## src/hdl/scc_pkg.sv

```systemverilog
package scc_pkg;
	// register indexes; byte address is four times the index
	localparam logic [5:0] SCC_IDX_CTRL_TWO = 6'h1B;
	localparam logic [5:0] SCC_IDX_STAT_ONE = 6'h1C;
	localparam logic [5:0] SCC_IDX_CTRL_ONE = 6'h20;
	localparam int SCC_ADR_W = 8;
	localparam int SCC_DAT_W = 32;
	localparam int SCC_REG_W = 8;
	localparam logic [7:0] SCC_CTRL_TWO_RST = 8'h00;
	localparam logic [7:0] SCC_CTRL_ONE_RST = 8'h00;
	// status bit positions
	localparam int SCC_ST_TX_BUFFER_EMPTY_FLAG = 7;
	localparam int SCC_ST_TC = 6;
	localparam int SCC_ST_RX_BUFFER_FULL_FLAG = 5;
	localparam int SCC_ST_IDLE = 4;
	// character and break lengths in bit times
	localparam logic [3:0] SCC_CHAR_BITS_8 = 4'hA;
	localparam logic [3:0] SCC_CHAR_BITS_9 = 4'hB;
	localparam logic [3:0] SCC_BRK_BITS_8 = 4'hA;
	localparam logic [3:0] SCC_BRK_BITS_9 = 4'hB;
	localparam logic [3:0] SCC_BRK_LONG_8 = 4'hD;
	localparam logic [3:0] SCC_BRK_LONG_9 = 4'hE;
	localparam int SCC_SYNC_STAGES = 2;
	// second control register fields, bit 7 first
	typedef struct packed {
		logic tx_empty_irq_en;
		logic tx_done_irq_en;
		logic rx_full_irq_en;
		logic idle_irq_en;
		logic tx_enable;
		logic rx_on;
		logic rx_standby_wait;
		logic queue_break_ctl;
	} scc_ctrl_two_t;
	// first control register fields, bit 7 first
	typedef struct packed {
		logic internal_loop_sel;
		logic spare6;
		logic rx_source_sel;
		logic char_length_sel;
		logic wake_sel;
		logic spare2;
		logic long_break_sel;
		logic single_wire_dir;
	} scc_ctrl_one_t;
	// status flags, bit 7 first; low nibble comes from the receiver
	typedef struct packed {
		logic tx_buffer_empty_flag;
		logic tx_complete_flag;
		logic rx_buffer_full_flag;
		logic idle_flag;
		logic [3:0] rx_errors;
	} scc_stat_one_t;
endpackage

```

## src/hdl/scc_sync.sv

```systemverilog
`timescale 1ns/1ns
`default_nettype none
// two-stage synchroniser for pin inputs
module scc_sync import scc_pkg::*; #(
	parameter int WIDTH = 1,
	parameter logic [WIDTH-1:0] RST_VAL = '1
) (
	input wire logic clk_i,
	input wire logic rst_i,
	input wire logic [WIDTH-1:0] d_i,
	output logic [WIDTH-1:0] q_o
);
	logic [WIDTH-1:0] meta_reg;
	logic [WIDTH-1:0] sync_reg;
	// first stage feeds only the second
	always_ff @(posedge clk_i) begin
		if (rst_i) begin
			meta_reg <= RST_VAL;
			sync_reg <= RST_VAL;
		end else begin
			meta_reg <= d_i;
			sync_reg <= meta_reg;
		end
	end
	assign q_o = sync_reg;
endmodule
`default_nettype wire

```

## src/hdl/scc_ctrl.sv

```systemverilog
// Function
// - control two always accessible, resets zero
// - tx empty flag interrupts when enabled
// - tx complete flag interrupts when enabled
// - rx full flag interrupts when enabled
// - idle flag interrupts when enabled
// - tx enable runs transmitter, owns pin
// - single wire direction follows dir bit
// - enable off then on queues idle while tx not complete
// - pin held until pending traffic finishes
// - rx off releases receive pin
// - loop mode releases receive pin
// - standby wait until selected wake condition
// - hardware clears standby on wake
// - break bit one then zero queues break
// - breaks repeat while set, length selectable
// - status flags read only, writes ignored
// - loop mode feeds tx into rx
// - tx empty set at reset, on load
// - idle after one high character time
//
// The implementer's own choice: the Wishbone slave port.
`timescale 1ns/1ns
`default_nettype none
module scc_ctrl import scc_pkg::*; (
	input wire logic clk_i,
	input wire logic rst_i,
	input wire logic wb_cyc_i,
	input wire logic wb_stb_i,
	input wire logic wb_we_i,
	input wire logic [SCC_ADR_W-1:0] wb_adr_i,
	input wire logic [3:0] wb_sel_i,
	input wire logic [SCC_DAT_W-1:0] wb_dat_i,
	output logic [SCC_DAT_W-1:0] wb_dat_o,
	output logic wb_ack_o,
	input wire logic tx_serial_i,
	input wire logic tx_busy_i,
	input wire logic tx_load_i,
	input wire logic tx_data_wr_i,
	input wire logic idle_done_i,
	input wire logic brk_done_i,
	input wire logic rx_char_done_i,
	input wire logic rx_msb_i,
	input wire logic [3:0] rx_errors_i,
	input wire logic rx_data_rd_i,
	input wire logic bit_tick_i,
	input wire logic txd_pin_i,
	input wire logic rxd_pin_i,
	output logic txd_o,
	output logic txd_oe_o,
	output logic rxd_used_o,
	output logic rx_serial_o,
	output logic tx_run_o,
	output logic rx_run_o,
	output logic idle_req_o,
	output logic brk_req_o,
	output logic [3:0] brk_bits_o,
	output logic irq_o
);
	scc_ctrl_two_t c2_reg, c2_next;
	scc_ctrl_one_t c1_reg;
	scc_stat_one_t st_w;
	logic ack_reg, tx_buffer_empty_flag_reg, rx_buffer_full_flag_reg, idle_reg;
	logic tx_buffer_empty_flag_arm_reg, rx_buffer_full_flag_arm_reg, idle_arm_reg;
	logic idle_pend_reg, brk_pend_reg, own_reg, idle_ok_reg, seen_reg;
	logic [3:0] idle_cnt_reg;
	logic [SCC_DAT_W-1:0] rd_reg;
	logic [1:0] pins_s;
	logic txd_s, rxd_s;

	// pins pass two flops before use
	scc_sync #(.WIDTH(2), .RST_VAL(2'h3)) u_sync (
		.clk_i(clk_i),
		.rst_i(rst_i),
		.d_i({txd_pin_i, rxd_pin_i}),
		.q_o(pins_s)
	);
	assign txd_s = pins_s[1];
	assign rxd_s = pins_s[0];

	// bus decode
	wire req = wb_cyc_i & wb_stb_i & ~ack_reg;
	wire [5:0] idx = wb_adr_i[7:2];
	wire hit_c2 = idx == SCC_IDX_CTRL_TWO;
	wire hit_c1 = idx == SCC_IDX_CTRL_ONE;
	wire hit_st = idx == SCC_IDX_STAT_ONE;
	wire wr_c2 = req & wb_we_i & wb_sel_i[0] & hit_c2;
	wire wr_c1 = req & wb_we_i & wb_sel_i[0] & hit_c1;
	wire rd_st = req & ~wb_we_i & hit_st;
	wire [7:0] wval = wb_dat_i[7:0];
	scc_ctrl_two_t wc2;
	assign wc2 = scc_ctrl_two_t'(wval);

	// mode decode
	wire loop = c1_reg.internal_loop_sel;
	wire single = loop & c1_reg.rx_source_sel;
	wire [3:0] char_bits = c1_reg.char_length_sel ? SCC_CHAR_BITS_9 : SCC_CHAR_BITS_8;
	wire tx_en_rise = wr_c2 & ~c2_reg.tx_enable & wc2.tx_enable;
	wire tx_en_fall = wr_c2 & c2_reg.tx_enable & ~wc2.tx_enable;
	wire brk_rise = wr_c2 & ~c2_reg.queue_break_ctl & wc2.queue_break_ctl;
	wire tc = tx_buffer_empty_flag_reg & ~tx_busy_i & ~idle_pend_reg & ~brk_pend_reg;

	// receive source: internal loop, shared tx pin, or rx pin
	assign rx_serial_o = single ? txd_s : (loop ? tx_serial_i : rxd_s);
	wire idle_det = seen_reg & bit_tick_i & rx_serial_o & (idle_cnt_reg == char_bits - 4'h1);
	wire wake = c1_reg.wake_sel ? (rx_char_done_i & rx_msb_i) : idle_det;

	// control two next value; standby clear overrides stored bit
	always_comb begin
		c2_next = c2_reg;
		if (wr_c2) begin
			c2_next = wc2;
		end
		if (c2_reg.rx_standby_wait & wake) begin
			c2_next.rx_standby_wait = 1'b0;
		end
	end

	// registers
	always_ff @(posedge clk_i) begin
		if (rst_i) begin
			c2_reg <= scc_ctrl_two_t'(SCC_CTRL_TWO_RST);
			c1_reg <= scc_ctrl_one_t'(SCC_CTRL_ONE_RST);
		end else begin
			c2_reg <= c2_next;
			if (wr_c1) begin
				c1_reg <= scc_ctrl_one_t'(wval);
			end
		end
	end

	// bus answer one cycle after request
	always_ff @(posedge clk_i) begin
		if (rst_i) begin
			ack_reg <= 1'b0;
			rd_reg <= '0;
		end else begin
			ack_reg <= req;
			if (req & ~wb_we_i) begin
				rd_reg <= '0;
				if (hit_c2) rd_reg[7:0] <= c2_reg;
				if (hit_c1) rd_reg[7:0] <= c1_reg;
				if (hit_st) rd_reg[7:0] <= st_w;
			end
		end
	end
	assign wb_ack_o = ack_reg;
	assign wb_dat_o = rd_reg;

	// status; writes to it are never decoded
	assign st_w = '{tx_buffer_empty_flag_reg, tc, rx_buffer_full_flag_reg, idle_reg, rx_errors_i};

	// tx empty: read with flag then data write clears, load sets
	always_ff @(posedge clk_i) begin
		if (rst_i) begin
			tx_buffer_empty_flag_reg <= 1'b1;
			tx_buffer_empty_flag_arm_reg <= 1'b0;
		end else begin
			if (rd_st & tx_buffer_empty_flag_reg) tx_buffer_empty_flag_arm_reg <= 1'b1;
			else if (tx_data_wr_i) tx_buffer_empty_flag_arm_reg <= 1'b0;
			if (tx_load_i) tx_buffer_empty_flag_reg <= 1'b1;
			else if (tx_data_wr_i & tx_buffer_empty_flag_arm_reg) tx_buffer_empty_flag_reg <= 1'b0;
		end
	end

	// rx full and idle: read with flag then data read clears
	always_ff @(posedge clk_i) begin
		if (rst_i) begin
			rx_buffer_full_flag_reg <= 1'b0;
			idle_reg <= 1'b0;
			rx_buffer_full_flag_arm_reg <= 1'b0;
			idle_arm_reg <= 1'b0;
		end else begin
			if (rd_st) begin
				rx_buffer_full_flag_arm_reg <= rx_buffer_full_flag_reg;
				idle_arm_reg <= idle_reg;
			end else if (rx_data_rd_i) begin
				rx_buffer_full_flag_arm_reg <= 1'b0;
				idle_arm_reg <= 1'b0;
			end
			if (rx_char_done_i & rx_run_o) rx_buffer_full_flag_reg <= 1'b1;
			else if (rx_data_rd_i & rx_buffer_full_flag_arm_reg) rx_buffer_full_flag_reg <= 1'b0;
			if (idle_det & idle_ok_reg & rx_run_o) idle_reg <= 1'b1;
			else if (rx_data_rd_i & idle_arm_reg) idle_reg <= 1'b0;
		end
	end

	// idle counter: bit times of high line after activity
	always_ff @(posedge clk_i) begin
		if (rst_i) begin
			idle_cnt_reg <= '0;
			seen_reg <= 1'b0;
			idle_ok_reg <= 1'b0;
		end else begin
			if (~rx_serial_o) begin
				idle_cnt_reg <= '0;
				seen_reg <= 1'b1;
			end else if (idle_det) begin
				idle_cnt_reg <= '0;
				seen_reg <= 1'b0;
			end else if (bit_tick_i & seen_reg) begin
				idle_cnt_reg <= idle_cnt_reg + 4'h1;
			end
			if (rx_char_done_i) idle_ok_reg <= 1'b1;
			else if (idle_det) idle_ok_reg <= 1'b0;
		end
	end

	// queued idle and break requests, pin ownership
	always_ff @(posedge clk_i) begin
		if (rst_i) begin
			idle_pend_reg <= 1'b0;
			brk_pend_reg <= 1'b0;
			own_reg <= 1'b0;
		end else begin
			if (tx_en_rise & ~tc) idle_pend_reg <= 1'b1;
			else if (idle_done_i) idle_pend_reg <= 1'b0;
			if (brk_rise) brk_pend_reg <= 1'b1;
			else if (brk_done_i) brk_pend_reg <= c2_reg.queue_break_ctl;
			if (c2_reg.tx_enable) own_reg <= 1'b1;
			else if (tc) own_reg <= 1'b0;
		end
	end

	// transmitter pin and run controls
	assign tx_run_o = own_reg | c2_reg.tx_enable;
	assign txd_o = tx_serial_i;
	assign txd_oe_o = tx_run_o & (~single | c1_reg.single_wire_dir);
	assign rxd_used_o = c2_reg.rx_on & ~loop;
	assign rx_run_o = c2_reg.rx_on & ~c2_reg.rx_standby_wait;
	assign idle_req_o = idle_pend_reg;
	assign brk_req_o = brk_pend_reg;
	assign brk_bits_o = c1_reg.long_break_sel ?
		(c1_reg.char_length_sel ? SCC_BRK_LONG_9 : SCC_BRK_LONG_8) :
		(c1_reg.char_length_sel ? SCC_BRK_BITS_9 : SCC_BRK_BITS_8);

	// one level request from all enabled sources
	assign irq_o = (c2_reg.tx_empty_irq_en & tx_buffer_empty_flag_reg) | (c2_reg.tx_done_irq_en & tc)
		| (c2_reg.rx_full_irq_en & rx_buffer_full_flag_reg) | (c2_reg.idle_irq_en & idle_reg);
endmodule
`default_nettype wire

```

## config.mk

```make
export PLATFORM = sky130hd
export DESIGN_NAME = scc_ctrl
export DESIGN_NICKNAME = d
export VERILOG_FILES = /design/src/hdl/scc_pkg.sv /design/src/hdl/scc_sync.sv /design/src/hdl/scc_ctrl.sv
export SDC_FILE = /design/constraint.sdc
export NUM_CORES = 1
export LEC_CHECK = 0
export BUFFER_PORTS_ARGS = -buffer_cell sky130_fd_sc_hd__buf_2
export CAP_MARGIN = 10
export CORE_MARGIN = 1
export CORE_UTILIZATION = 45
export DETAILED_ROUTE_END_ITERATION = 12
export HOLD_SLACK_MARGIN = 0.03
export PLACE_DENSITY_LB_ADDON = 0.25
export SETUP_SLACK_MARGIN = 0.1
export SLEW_MARGIN = 20
export SYNTH_ARGS = -nofsm -noshare
export SYNTH_HDL_FRONTEND = slang
export SYNTH_HIERARCHICAL = 1
export SYNTH_SLANG_ARGS = --single-unit
```

## constraint.sdc

```tcl
create_clock -name clk_i -period 3 [get_ports clk_i]
set_clock_uncertainty 0.15 [all_clocks]
set_input_delay 0.3 -clock clk_i [delete_from_list [all_inputs] [get_ports clk_i]]
set_output_delay 0.3 -clock clk_i [all_outputs]
set_load 0.005 [all_outputs]
```

==> flow_summary.json <==
{
  "synth_area_um2": 2110,
  "clock_tree.root_cell": "sky130_fd_sc_hd__clkbuf_8",
  "wl_per_cell_um": 13.3,
  "timing.critical_path.fanout_max": 6,
  "clkTransAtPathRegs_ns": 0.07,
  "timing.final.crit_share_pct": 68.7,
  "final_hold_viol_count": 0,
  "critical_path.n_buffers_inverters": 2,
  "regToRegStartpoint": "wb_ack_o$_SDFF_PP0_",
  "die-area_um2": 4960,
  "multi_input_comb_area_um2": 1060,
  "synth.lib_cells_used.distinct": 45,
  "max-cap-violations": 0,
  "nNetsFinal": 351,
  "path_cells": "mux2_2 > mux2i_1 > inv_1 > buf_2",
  "layout_cell_share_with_drive_strength_beyond_1_pct": 26.4,
  "dp_hpwl_mm": 3.26,
  "power_frac_clock_pct": 37.3,
  "seqPwrFrac_pct": 55.4,
  "worst_path_largest_cell_delay_ns": 0.38,
  "h-tree-depth": 2,
  "vias": 1722,
  "fill_cells": 427,
  "yosys_register_bits": 44,
  "globalRoute.totalOverflow": 0,
  "drtAntennaViolNets": 0,
  "gp_congestion": 0.740,
  "min-delay-path-class": "in2reg",
  "netSwitchingFraction_pct": 22.6,
  "critical_path_arrival_ns": 1.61,
  "fmax_ghz": 0.486,
  "result_of_the_run": "completed",
  "yosysWarnings": 6,
  "antenna_found_initial": 0,
  "p_int_mw": 0.827,
  "first_pass_iters": 4,
  "area.sequential_um2": 881,
  "tritoncts.num_buffers": 5,
  "average_instance_area_after_synthesis_um2": 9.28,
  "worst_ep_required_time_ns": 2.55,
  "vdd_ir_drop_max_v": 0.000382,
  "sum_of_negative_setup_slack_ns": 0,
  "cellPowerDensity_nw_per_um2": 436,
  "layout-area-overhead-vs-synth_pct": 16.3,
  "crit_family": "multiplexers",
  "clk_latency_ns": 0.30,
  "hold_slack_ns": 0.0431,
  "worst_slack_ns": 0.940,
  "cts_tree": "done",
  "relSlewSlack_pct": 48.9,
  "floorplan.initialDensity_pct": 47.7,
  "antenna_cells_inserted": 0,
  "die_h_um": 70.4,
  "number_of_buffers_added_on_ports": 56,
  "cp-start-kind": "flop",
  "post-cts-setup-buffer-count": 0,
  "comb_power_share_pct": 7.3,
  "groute.usage.overall_pct": 18.9,
  "place_area_um2": 2330,
  "initial_drc_count": 74,
  "routed_wirelength_mm": 4.46,
  "p_leak_nw": 1.02,
  "fp-row-count": 24,
  "detail_route.vias_per_cell": 5.13,
  "hold_path_startpoint": "tx_load_i",
  "synthesis.instances": 227,
  "finish.instance_area_um2": 2450,
  "post_cts_hold_buffer_count": 2,
  "worst-slew-pin-transition_ns": 0.761,
  "worstSetupEndpointType": "primary output",
  "cts.sinks": 44,
  "grt_max_degree": 36,
  "slew_violations": 0,
  "rr_endpoint": "c1_reg[6]$_SDFFE_PP0P_",
  "wire_length_of_the_first_global_routing_pass_mm": 7.15,
  "grt_pass1_vias": 1554,
  "cp_slowest_cell": "sky130_fd_sc_hd__dfxtp_1",
  "reg2regPathDepth": 4,
  "hold_path_depth": 2,
  "postCtsResizedCells": 0,
  "final_util_pct": 55.5,
  "hold_end": "tx_buffer_empty_flag_reg$_SDFFE_PP1P_",
  "report.final.setup_viol": 0,
  "netSwitchingPower_mw": 0.241,
  "std_cell_core_area_um2": 4410,
  "die_width_um": 70.4,
  "ctsLongestPathBuffers": 2,
  "worstSetupPathType": "reg2out",
  "final.min_clock_period_ns": 2.06,
  "pin_count": 111,
  "drc": 0,
  "dp_slack_ns": 0.886,
  "grt_setup_unrepaired": "false",
  "worst-r2r-setup-slack_ns": 1.04,
  "synth_sequential_area_ratio_pct": 41.8
}
==> per-stage QoR <==
stage	cells	power, mW
final	336	1.07
after floorplan	250	0.666
after detailed placement	327	0.681
after global placement	327	0.680
after CTS	336	1.08
after global routing	336	1.11
==> layout by cell type, fill, tap and decap left out, types with 3 or more instances in the layout <==
cell	count
sky130_fd_sc_hd__or2_1	4
sky130_fd_sc_hd__a21oi_1	8
sky130_fd_sc_hd__conb_1	25
sky130_fd_sc_hd__a211o_1	3
sky130_fd_sc_hd__a221oi_1	8
sky130_fd_sc_hd__inv_1	8
sky130_fd_sc_hd__nand3_1	6
sky130_fd_sc_hd__o2bb2ai_1	8
sky130_fd_sc_hd__nand3b_1	3
sky130_fd_sc_hd__nor2_1	28
sky130_fd_sc_hd__nand2_1	10
sky130_fd_sc_hd__o21ai_0	10
sky130_fd_sc_hd__dfxtp_1	44
sky130_fd_sc_hd__clkbuf_8	7
sky130_fd_sc_hd__buf_2	56
sky130_fd_sc_hd__mux2i_1	18
==> layer usage <==
| layer | wire (um) | vias up | GRT usage [%] |
|---|---|---|---|
| met5 | 0 | - | 0 |
| met4 | 64 | 0 | 8.00 |
| met3 | 284 | 6 | 5.19 |
| met2 | 2020 | 58 | 29.5 |
| met1 | 2090 | 791 | 24.3 |
| li1 | - | 867 | - |
==> worst max path at each step <==
stage,slack (ns),cells after the start,startpoint,to
6_report,0.94,4,c1_reg[5]$_SDFFE_PP0P_,rx_serial_o
5_1_grt,0.80,4,c1_reg[5]$_SDFFE_PP0P_,rx_serial_o
4_1_cts,0.92,4,c1_reg[5]$_SDFFE_PP0P_,rx_serial_o
3_5_place_dp,0.89,5,wb_adr_i[4],c1_reg[6]$_SDFFE_PP0P_
3_3_place_gp,0.87,5,wb_adr_i[6],c1_reg[6]$_SDFFE_PP0P_
2_1_floorplan,1.15,4,wb_adr_i[6],loop$_SDFFE_PP0P_
==> logic make-up after synthesis <==
logic type | share of synthesized area (%)
adder cells (fa/ha/maj) | 1.19
buffers and inverters | 12.2
other | 0.356
AO/OA/AOI/OAI | 14.7
AND/OR/NAND/NOR | 19.5
XOR/XNOR | 1.25
flip-flops | 41.8
multiplexers | 9.09
==> power groups by stage <==
stage / Sequential, mW / Clock, mW / Combinational (mW)
2_1_floorplan: 0.605 / 0 / 0.0608
3_3_place_gp: 0.605 / 0 / 0.0750
3_5_place_dp: 0.606 / 0 / 0.0756
4_1_cts: 0.592 / 0.407 / 0.0779
5_1_grt: 0.592 / 0.426 / 0.0869
6_report: 0.592 / 0.399 / 0.0778
==> cells in the mapped netlist (all sizes together) <==
cell	count	area, um2
dfxtp	44	881
buf	29	211
nor2	28	105
mux2i	18	180
nand2	10	37.5
o21ai	10	50.1
a21oi	8	40.0
a221oi	8	70.1
inv	8	30.0
o2bb2ai	8	70.1
nand3	6	30.0
or2	6	37.5
clkbuf	4	15.0
a211o	3	26.3
and3b	3	27.5
nand3b	3	22.5
conb	2	7.51
ha	2	25.0
nor2b	2	12.5
nor3	2	10.0
nor4b	2	17.5
or4b	2	23.8
xor2	2	17.5
a222oi	1	10.0
a22oi	1	7.51
a32oi	1	8.76
a41o	1	10.0
and2	1	6.26
and3	1	7.51
and4b	1	10.0
mux2	1	11.3
nand2b	1	6.26
nand4b	1	8.76
nor3b	1	7.51
nor4	1	21.3
nor4bb	1	10.0
o21a	1	7.51
o32ai	1	8.76
or3b	1	8.76
xnor2	1	8.76
==> cell type report <==
cell class	instances	area share, %
inverters	8	1.23
flip-flops and latches	44	36.0
multi-input cells	165	43.4
repair buffers	60	12.9
clock buffers	7	3.93
well taps	52	2.66
Power figures use the tool's default switching activity.
